### src/rtl/irae_pkg.sv
// Notes on behaviour
// - Unimplemented special register reads are undefined; here zero.
// - Unimplemented unprotected special register writes change nothing.
// - Operand field zero takes its number from the matching pointer.
// - Three independent 8-bit pointers: result, source one, source two.
// - Pointer values are absolute numbers; no stack-pointer offset added.
// - Move-to-special-register stores source bits 9 to 2 into a pointer.
// - Pointer moves reach addressing only after a pipeline delay.
// - Set-pointer and arithmetic instructions load all three pointers.
// - Non-move pointer loads are checked against bank protection.
// - Result pointer is special register 128, sources 129 and 130.
// - Pointer sits in bits 9 to 2; bits 1-0 zero; upper bits reserved.
// - Float environment bit 8 selects fast, relaxed floating point.
// - Rounding field bits 7-6: nearest, minus inf, plus inf, toward zero.
// - Bit 5 zero lets floating divide-by-zero trap.
// - Bit 4 zero lets inexact results trap.
// - Bit 3 zero lets underflow trap; bit 2 zero lets overflow trap.
// - Bit 1 zero lets reserved operands trap.
// - Bit 0 zero lets invalid operations trap.
// - Integer bit 1 zero lets divide overflow raise out-of-range trap.
// - Integer division by zero always raises out-of-range trap.
// - Integer bit 0 zero lets multiply overflow trap; set it for 64-bit.
// - Reserved bits read as zero; writing ones to them does nothing.
// - Local: number plus stack-pointer bits 8 to 2, seven bits, top one.
// - Special numbers 160 to 255 raise a protection violation on access.
`default_nettype none
package irae_pkg;
  localparam logic [7:0] SPR_DEST_PTR   = 8'h80;
  localparam logic [7:0] SPR_SRC1_PTR   = 8'h81;
  localparam logic [7:0] SPR_SRC2_PTR   = 8'h82;
  localparam logic [7:0] SPR_FLOAT_ENV  = 8'ha0;
  localparam logic [7:0] SPR_INT_ENV    = 8'ha1;
  localparam logic [7:0] SPR_VIRT_FIRST = 8'ha0;
  localparam logic [7:0] SPR_UNPROT_LO  = 8'h80;
  localparam logic [7:0] SPR_UNPROT_HI  = 8'h9f;
  localparam int PTR_LSB = 2;
  localparam int PTR_MSB = 9;
  localparam int FE_FAST = 8;
  localparam int FE_RND_LSB = 6;
  localparam int FE_DIVZ = 5;
  localparam int FE_INEX = 4;
  localparam int FE_UNDF = 3;
  localparam int FE_OVF  = 2;
  localparam int FE_RSVD = 1;
  localparam int FE_INVL = 0;
  localparam int IE_DIVO = 1;
  localparam int IE_MULO = 0;
  localparam logic [8:0] FE_WMASK = 9'h1ff;
  localparam logic [1:0] IE_WMASK = 2'h3;
  localparam logic [7:0] PTR_RESET = 8'h00;
  localparam logic [8:0] FE_RESET  = 9'h000;
  localparam logic [1:0] IE_RESET  = 2'h0;
  localparam int PTR_MOVE_DELAY = 2;
  typedef enum logic [1:0] {
    IRAE_RND_NEAREST, IRAE_RND_MINUS, IRAE_RND_PLUS, IRAE_RND_ZERO
  } irae_round_t;
endpackage : irae_pkg
`default_nettype wire

### src/rtl/irae_regs.sv
`default_nettype none
// Indirect pointers and arithmetic environment special registers.
module irae_regs #(
  parameter int MOVE_DELAY = irae_pkg::PTR_MOVE_DELAY
) (
  // Clock and reset
  input  wire logic        clk,
  input  wire logic        sys_rst,
  // Decode fields and stack pointer
  input  wire logic [7:0]  dest_field,
  input  wire logic [7:0]  src1_field,
  input  wire logic [7:0]  src2_field,
  input  wire logic [31:0] stack_pointer,
  // Pointer load from operand-bearing instructions
  input  wire logic        set_pointers_instr,
  // Register bank protection, one bit per bank of 16 registers
  input  wire logic [15:0] bank_protect,
  input  wire logic        user_mode,
  // Special register access
  input  wire logic        spr_wr,
  input  wire logic        spr_rd,
  input  wire logic [7:0]  spr_num,
  input  wire logic [31:0] spr_wdata,
  // Divide and multiply events
  input  wire logic        div_by_zero,
  input  wire logic        div_overflow,
  input  wire logic        mul_overflow,
  // Resolved numbers
  output logic      [7:0]  dest_abs,
  output logic      [7:0]  src1_abs,
  output logic      [7:0]  src2_abs,
  // Read data and traps
  output logic      [31:0] spr_rdata,
  output logic             prot_trap,
  output logic             range_trap,
  // Environment controls
  output logic             fast_float_select,
  output logic      [1:0]  round_mode_field,
  output logic      [5:0]  float_trap_enable
);
  // The hold counter is four bits wide, and no delay would break the move rule.
  if (MOVE_DELAY < 1 || MOVE_DELAY > 4) begin : g_bad_move_delay
    $error("MOVE_DELAY must be 1 to 4");
  end

  typedef struct packed {
    logic [7:0]  ptr_c;
    logic [7:0]  ptr_a;
    logic [7:0]  ptr_b;
    logic [7:0]  eff_c;
    logic [7:0]  eff_a;
    logic [7:0]  eff_b;
    logic [3:0]  hold;
    logic [8:0]  fenv;
    logic [5:0]  fen;
    logic [1:0]  ienv;
    logic [7:0]  dabs;
    logic [7:0]  aabs;
    logic [7:0]  babs;
    logic [31:0] rdata;
    logic        ptrap;
    logic        rtrap;
  } irae_state_t;

  irae_state_t st;
  irae_state_t next_st;
  logic [7:0]  r_dest;
  logic [7:0]  r_src1;
  logic [7:0]  r_src2;

  irae_operand_resolve u_dest (
    .field    (dest_field),
    .pointer  (st.eff_c),
    .sp_word  (stack_pointer[8:2]),
    .abs_num  (r_dest),
    .uses_ptr ()
  );
  irae_operand_resolve u_src1 (
    .field    (src1_field),
    .pointer  (st.eff_a),
    .sp_word  (stack_pointer[8:2]),
    .abs_num  (r_src1),
    .uses_ptr ()
  );
  irae_operand_resolve u_src2 (
    .field    (src2_field),
    .pointer  (st.eff_b),
    .sp_word  (stack_pointer[8:2]),
    .abs_num  (r_src2),
    .uses_ptr ()
  );

  function automatic logic bank_hit(input logic [7:0] n,
                                    input logic [15:0] prot);
    bank_hit = prot[n[7:4]];
  endfunction : bank_hit

  always_comb begin
    logic [7:0] wptr;
    logic       violate;
    next_st = st;
    wptr    = spr_wdata[irae_pkg::PTR_MSB:irae_pkg::PTR_LSB];
    violate = 1'b0;
    next_st.ptrap = 1'b0;
    next_st.rtrap = 1'b0;
    // The delayed copy keeps a move from steering the very next access.
    if (st.hold != 4'h0) begin
      next_st.hold = st.hold - 4'h1;
    end else begin
      next_st.eff_c = st.ptr_c;
      next_st.eff_a = st.ptr_a;
      next_st.eff_b = st.ptr_b;
    end
    if (set_pointers_instr) begin
      violate = user_mode && (bank_hit(r_dest, bank_protect) ||
                bank_hit(r_src1, bank_protect) ||
                bank_hit(r_src2, bank_protect));
      if (violate) begin
        next_st.ptrap = 1'b1;
      end else begin
        next_st.ptr_c = r_dest;
        next_st.ptr_a = r_src1;
        next_st.ptr_b = r_src2;
        next_st.eff_c = r_dest;
        next_st.eff_a = r_src1;
        next_st.eff_b = r_src2;
        next_st.hold  = 4'h0;
      end
    end else if (spr_wr) begin
      if (spr_num == irae_pkg::SPR_DEST_PTR) begin
        next_st.ptr_c = wptr;
        next_st.hold  = 4'(MOVE_DELAY);
      end else if (spr_num == irae_pkg::SPR_SRC1_PTR) begin
        next_st.ptr_a = wptr;
        next_st.hold  = 4'(MOVE_DELAY);
      end else if (spr_num == irae_pkg::SPR_SRC2_PTR) begin
        next_st.ptr_b = wptr;
        next_st.hold  = 4'(MOVE_DELAY);
      end else if (spr_num >= irae_pkg::SPR_VIRT_FIRST) begin
        next_st.ptrap = 1'b1;
      end
      // Other unprotected numbers fall through unchanged.
    end
    // The environment registers are virtual, so only software emulation
    // running in the trap handler may reach them through this port.
    if (spr_wr && !set_pointers_instr && !user_mode) begin
      if (spr_num == irae_pkg::SPR_FLOAT_ENV) begin
        next_st.fenv = spr_wdata[8:0] & irae_pkg::FE_WMASK;
      end else if (spr_num == irae_pkg::SPR_INT_ENV) begin
        next_st.ienv = spr_wdata[1:0] & irae_pkg::IE_WMASK;
      end
    end
    // Enables are kept as their own flops so the outputs need no inverter.
    next_st.fen = ~next_st.fenv[5:0];
    if (spr_rd) begin
      next_st.rdata = 32'h0000_0000;
      if (spr_num == irae_pkg::SPR_DEST_PTR) begin
        next_st.rdata = {22'h0, st.ptr_c, 2'h0};
      end else if (spr_num == irae_pkg::SPR_SRC1_PTR) begin
        next_st.rdata = {22'h0, st.ptr_a, 2'h0};
      end else if (spr_num == irae_pkg::SPR_SRC2_PTR) begin
        next_st.rdata = {22'h0, st.ptr_b, 2'h0};
      end else if (spr_num >= irae_pkg::SPR_VIRT_FIRST) begin
        next_st.ptrap = 1'b1;
        if (!user_mode && spr_num == irae_pkg::SPR_FLOAT_ENV) begin
          next_st.rdata = {23'h0, st.fenv};
        end else if (!user_mode && spr_num == irae_pkg::SPR_INT_ENV) begin
          next_st.rdata = {30'h0, st.ienv};
        end
      end
    end
    next_st.rtrap = div_by_zero;
    if (div_overflow && !st.ienv[irae_pkg::IE_DIVO]) begin
      next_st.rtrap = 1'b1;
    end
    if (mul_overflow && !st.ienv[irae_pkg::IE_MULO]) begin
      next_st.rtrap = 1'b1;
    end
    next_st.dabs = r_dest;
    next_st.aabs = r_src1;
    next_st.babs = r_src2;
  end

  always_ff @(posedge clk or posedge sys_rst) begin
    if (sys_rst) begin
      st       <= '0;
      st.ptr_c <= irae_pkg::PTR_RESET;
      st.ptr_a <= irae_pkg::PTR_RESET;
      st.ptr_b <= irae_pkg::PTR_RESET;
      st.fenv  <= irae_pkg::FE_RESET;
      st.fen   <= ~irae_pkg::FE_RESET[5:0];
      st.ienv  <= irae_pkg::IE_RESET;
    end else begin
      st <= next_st;
    end
  end

  assign dest_abs          = st.dabs;
  assign src1_abs          = st.aabs;
  assign src2_abs          = st.babs;
  assign spr_rdata         = st.rdata;
  assign prot_trap         = st.ptrap;
  assign range_trap        = st.rtrap;
  assign fast_float_select = st.fenv[irae_pkg::FE_FAST];
  assign round_mode_field  = st.fenv[irae_pkg::FE_RND_LSB +: 2];
  // Bit order of the enables: divzero, inexact, underflow, overflow,
  // reserved operand, invalid; an enable is high when its mask is zero.
  assign float_trap_enable[5] = st.fen[irae_pkg::FE_DIVZ];
  assign float_trap_enable[4] = st.fen[irae_pkg::FE_INEX];
  assign float_trap_enable[3] = st.fen[irae_pkg::FE_UNDF];
  assign float_trap_enable[2] = st.fen[irae_pkg::FE_OVF];
  assign float_trap_enable[1] = st.fen[irae_pkg::FE_RSVD];
  assign float_trap_enable[0] = st.fen[irae_pkg::FE_INVL];
endmodule : irae_regs
`default_nettype wire

### src/rtl/irae_operand_resolve.sv
`default_nettype none
// Turns one instruction register field into an absolute register number.
module irae_operand_resolve (
  // Field and context
  input  wire logic [7:0] field,
  input  wire logic [7:0] pointer,
  input  wire logic [6:0] sp_word,
  // Result
  output logic      [7:0] abs_num,
  output logic            uses_ptr
);
  logic [6:0] local_sum;
  always_comb begin
    local_sum = field[6:0] + sp_word;
    uses_ptr  = (field == 8'h00);
    if (uses_ptr) begin
      abs_num = pointer;
    end else if (field[7]) begin
      abs_num = {1'b1, local_sum};
    end else begin
      abs_num = field;
    end
  end
endmodule : irae_operand_resolve
`default_nettype wire

### config.mk
export PLATFORM = sky130hd
export DESIGN_NAME = irae_regs
export DESIGN_NICKNAME = d
export VERILOG_FILES = /design/src/rtl/irae_pkg.sv /design/src/rtl/irae_regs.sv /design/src/rtl/irae_operand_resolve.sv
export SDC_FILE = /design/constraint.sdc
export NUM_CORES = 1
export LEC_CHECK = 0
export BUFFER_PORTS_ARGS = -buffer_cell sky130_fd_sc_hd__buf_2
export CORE_AREA = 3 3 124 126
export DETAILED_ROUTE_END_ITERATION = 8
export DIE_AREA = 0 0 127 129
export GPL_ROUTABILITY_DRIVEN = 1
export PLACE_DENSITY = 0.7
export SYNTH_ARGS = -nofsm -noshare
export SYNTH_HDL_FRONTEND = slang
export SYNTH_HIERARCHICAL = 1
export SYNTH_SLANG_ARGS = --single-unit
### constraint.sdc
create_clock -name clk -period 3.5 [get_ports clk]
set_input_delay 0.35 -clock clk [delete_from_list [all_inputs] [get_ports clk]]
set_output_delay 0.35 -clock clk [all_outputs]
set_load 0.02 [all_outputs]
; After elaboration in Yosys (flattened, before gate mapping)
; Cells that the tools add are included.
[op_classes]
add_sub_neg = 4
mul = 0
div = 0
order_cmp = 4
eq_ne = 8
shift = 0
n_mux = 49
bitwise_logic = 2
n_reduce_logical = 26
[ops]
columns = operator, count
row1 = 2-to-1 mux 24 bit, 4
row2 = 2-to-1 mux 32 bit, 3
row3 = 2-to-1 mux 8 bit, 10
row4 = 2-to-1 mux 52 bit, 1
row5 = "equality test 8 bit, second input constant", 5
row6 = 2-to-1 mux 33 bit, 1
row7 = logical NOT 8 bit, 3
row8 = 2-to-1 mux 4 bit, 6
row9 = adder 7 bit, 3
row10 = 2-to-1 mux 1 bit, 16
row11 = 2-to-1 mux 16 bit, 1
row12 = "< comparator 4 x 5 -> 1 bit, second input constant", 3
row13 = binary-select mux 1 bit (select 4 bit), 3
row14 = 2-to-1 mux 6 bit, 2
row15 = 2-to-1 mux 9 bit, 1
row16 = ">= comparator 8 bit, second input constant", 1
row17 = nonzero test 2 bit, 4
row18 = logical AND 1 bit, 7
row19 = "!= test 2 bit, second input constant", 3
row20 = NOT 6 bit, 1
row21 = AND reduction 3 bit, 2
row22 = AND reduction 5 bit, 1
row23 = logical NOT 1 bit, 4
row24 = AND reduction 4 bit, 1
row25 = 6 further kinds, 7
[totals]
reg_bits = 127
latch_bits = 0
ramBits = 0
mem_bits_ro = 0
in_bits = 121
out_inout_bits = 67
elab_cells = 110
memories = 0

; Depth between registers and ports, before layout
[logic_depth]
word_depth = 15
depth_mapped = 15
depth_no_buf = 12

; Modules after synthesis
; The synthesis kept the hierarchy.
[by_module_without_submodules]
columns = module, n_inst, cells_each, area_per_inst_um2, seq_area_each_um2
row1 = irae_regs, 1, 453, 5509.0, 2635.0
row2 = irae_operand_resolve, 3, 60, 450.4, 0.0

; Worst setup path before layout
; Ideal clock, no wire load.
[synth_path]
path_kind = input port to flip-flop
from = input dest_field[0]
to = register st[103] (netlist bit)
setup_time_ns = 0.126
arrival_ns = 3.851
required_ns = 3.374
setup_slack_ns = -0.477
stages = 13
n_path_buf = 1
path_cell_list = ha_1 -> inv_1 -> fa_1 -> nand2b_1 -> a21oi_1 -> o311a_1 -> mux2i_1 -> mux4_2 -> mux4_2 -> or2_1 -> buf_6 -> o211a_4 -> a221o_1
[synth_rtl]
columns = element, line_no
row1 = "start, declared", irae_regs.sv:10  ; input wire logic [7:0] dest_field,
row2 = "end signal, assigned", irae_regs.sv:194  ; st <= next_st;
row3 = "end, declared", irae_regs.sv:65  ; irae_state_t st;

==> summary.txt <==
Critical path
  – R2R Path Start: st[85]
  – Slowest stage delay, CP: about 540 ps
  – Setup CP Type: in -> reg
  – Worst r2r path cells: 8
  – Terminus of the critical flop-to-flop path: st[108]
  – Slowest-stage cell, CP: mux4_2
  – Critical-path maximum fanout: 8
  – Crit end category: register
  – Worst Setup Start Kind: input port
  – Critical Path RT: 3740 ps
  – CP Data Arrival Time: 3800 ps
  – Cells along the critical path: buf_12 > ha_4 > inv_2 > fa_2 > nand2b_4 > a21oi_4 > o311a_1 > mux2i_4 > mux4_2 > mux4_2 > or2_4 > o211a_4 > a221o_1
  – Most common cell on crit path: mux4_2
  – R2R setup slack: 610 ps

Floorplan
  – Die height: approximately 130 µm
  – IO Pins: 188
  – Core area: 14400 µm²
  – Die area: 16400 µm²
  – Starting Density: 0.476
  – Row cnt: 44
  – Die Wd: 127 µm

Status
  – Failing checks: setup timing
  – Status: finished with violations

Route
  – Vias: 5657
  – DRT Wirelength: between 15000 and 20000 µm
  – Max Used Layer: met4
  – Antenna-violating nets left: 0
  – First DRT Iteration DRCs: roughly 360
  – Average routed wire per standard cell: 19.9 µm
  – DRC: 0
  – WL met2: 9240 µm
  – M1 wire length: 8280 µm
  – Met3 WL: about 1400 µm
  – Via-per-instance ratio: slightly below 6
  – Pre-antenna DRT Iters: 6

Global routing
  – Vias in the first global route: ~5.7k
  – Total GRT Usage: 0.239
  – Initial antenna violation count: 0
  – GR Overflow Total: 0
  – Wire length of the first global-routing pass: 30700 µm
  – Largest net degree at the start of global routing: 68

Clock network
  – Clk root buf: clkbuf_16
  – CTS max path bufs: 2
  – Total CTS buffers: 9
  – Sink Count: between 100 and 150
  – CTS tree: built
  – Clk slew on worst S/H paths: 70 ps
  – H-Tree Level Count: 3
  – Worst-Skew Late Latency: between 300 and 400 ps

Timing
  – Final Max Tran Viols: 0
  – Setup Viol. Count Final: 13
  – Relative slew slack: 0.440
  – Clk_skew: 7.32 ps
  – RSZ-0062 raised after global routing: true
  – Final period util: 1.02
  – Max Fclk: 281 MHz
  – Worst setup margin: -57.6 ps
  – Final hold vios: 0
  – Worst Tran Pin Value: about 840 ps
  – Worst hold slack: roughly 160 ps
  – Post-layout min period: 3560 ps

Yosys
  – Number of synthesized flops with an enable pin: 0
  – Synthesized instance count: between 600 and 700
  – Async set or reset register ratio after synthesis: 1.00
  – Synth Flop Type: dfrtp_1
  – Synth warn: 6
  – Mapped Avg Cell Area: around 11 µm²
  – Post-Syn Area: between 6000 and 7000 µm²
  – Netlist cell types: 58
  – Seq/Total Area, Yosys: 0.384
  – FF+latch count, synth: 105

Finish
  – Final #Nets: around 930
  – Final design area excluding fillers: 8330 µm²
  – Antenna fix cells: 0
  – Multi-input logic area: 3720 µm²
  – Fillers: ~1.3k
  – Synth-to-Final Area Change: 21.4%
  – Register area: 2640 µm²
  – Layout cell share with drive strength beyond 1: 0.420

Power and ir drop
  – Leak: 3.98 nW
  – Power Total: 4.42 mW
  – Pwr Density: ~530 nW/µm²
  – Peak VDD IR: 0.331 mV

Place
  – Placement Setup Slack: -626 ps
  – Area after DPL: between 7000 and 8000 µm²
  – DP HPWL: 15300 µm
  – Placer Congestion: 0.937
  – Port bufs: approximately 120

Hold path
  – Hold Crit Class: in -> async

Flow run
  – Maxcap violations: 0
## worst max-delay path by stage
stage	depth (start not counted)	end	start
floorplan	14	st[103]	src2_field[0]
global placement	14	st[108]	stack_pointer[2]
detailed placement	14	st[108]	stack_pointer[2]
CTS	14	st[108]	stack_pointer[2]
global route	13	st[108]	stack_pointer[2]
finish	13	st[108]	stack_pointer[2]
## worst max-delay path: cells and delay by family
family                   cells  cell delay [ps]
buffers and inverters        2              120
multiplexers                 3             1360
AO/OA/AOI/OAI                4             1030
adder cells (fa/ha/maj)      2              460
AND/OR/NAND/NOR              2              480
## report_power, final
part / switching (mW) / leakage, nW / internal (mW) / total (mW)
clock network: 0.469 / 0.152 / 0.598 / 1.07
registers: 0.251 / 1.25 / 1.51 / 1.76
logic: 0.735 / 2.58 / 0.855 / 1.59
total: 1.46 / 3.98 / 2.96 / 4.42
## kinds of logic after synthesis
family          count (synthesis)  synth area share
mux                           108             0.195
other cells                     1          0.000547
flops                         105             0.384
simple gates                  149             0.124
fa+ha+maj                      22            0.0434
compound gates                133             0.150
buf+inv                       114             0.102
xor+xnor                        1           0.00128
## state kept, by name (all words and copies together) (netlist names)
| signal | count |
|---|---|
| float_trap_enable | 6 |
| st | 60 |
| src2_abs | 8 |
| range_trap | 1 |
| spr_rdata | 10 |
| prot_trap | 1 |
| src1_abs | 8 |
| dest_abs | 8 |
| fast_float_select | 1 |
| round_mode_field | 2 |
## cells in the mapped netlist (7+ instances only)
cell type | n | area share
a21oi_1 | 14 | 0.010
a22oi_1 | 19 | 0.021
mux4_2 | 11 | 0.036
dfrtp_1 | 99 | 0.36
mux2i_1 | 40 | 0.058
mux2_2 | 50 | 0.082
inv_1 | 22 | 0.012
nand2_1 | 34 | 0.019
nor2_1 | 39 | 0.021
nor3_1 | 11 | 0.0080
buf_2 | 9 | 0.0066
ha_1 | 19 | 0.035
clkbuf_1 | 10 | 0.0055
a31oi_1 | 8 | 0.0073
o21ai_0 | 25 | 0.018
nand3b_1 | 7 | 0.0077
a221o_1 | 33 | 0.048
buf_4 | 64 | 0.070
nor2b_1 | 10 | 0.0091
## placed cells by master, fill, tap and decap left out, types with 4 or more instances in the layout
| cell type | instances |
|---|---|
| nor3_1 | 11 |
| a221o_1 | 33 |
| a211oi_1 | 6 |
| dfrtp_1 | 99 |
| dfstp_2 | 6 |
| inv_1 | 19 |
| mux4_2 | 13 |
| nand2b_1 | 4 |
| a31oi_1 | 7 |
| o221ai_1 | 4 |
| nand4b_1 | 4 |
| clkbuf_16 | 9 |
| o311a_1 | 6 |
| o21ai_0 | 23 |
| a22oi_1 | 19 |
| nand3b_1 | 7 |
| nor2b_1 | 10 |
| mux2_2 | 50 |
| buf_4 | 89 |
| nand2_1 | 34 |
| conb_1 | 22 |
| nor2_1 | 39 |
| a21oi_1 | 12 |
| or4_4 | 6 |
| mux2_1 | 4 |
| buf_2 | 115 |
| mux2i_1 | 39 |
| ha_1 | 17 |
| and3_1 | 4 |
## metal layers
layer	up-vias	GRT usage
met5	-	0
li1	2586	-
met1	2769	0.322
met4	0	0.0795
met3	33	0.0486
met2	269	0.388
## cell type report
class                           count  share of cell area
Timing Repair Buffer              209               0.160
Tap cell                          184              0.0276
Multi-Input combinational cell    435               0.447
Clock buffer                       11              0.0304
Sequential cell                   105               0.316
Inverter                           25              0.0116
Clock inverter                      5             0.00766
## repair_timing
action / 4_1_cts / 5_1_grt
pin swaps: 11 / 7
hold endpoints to repair: 0 / 0
gates resized for setup: 8 / 10
setup buffers: 3 / 3
hold buffers: 0 / 0
endpoints found under the setup margin: 52 / 52
## metrics by stage
stage	util	instances	setup TNS, ps
6_report	0.577	974	-219
5_1_grt	0.577	974	-2810
4_1_cts	0.573	971	-288
3_5_place_dp	0.548	952	-26390
3_3_place_gp	0.548	952	-20450
2_1_floorplan	-	654	-5810
No activity file was read; power rests on OpenSTA's default activity.
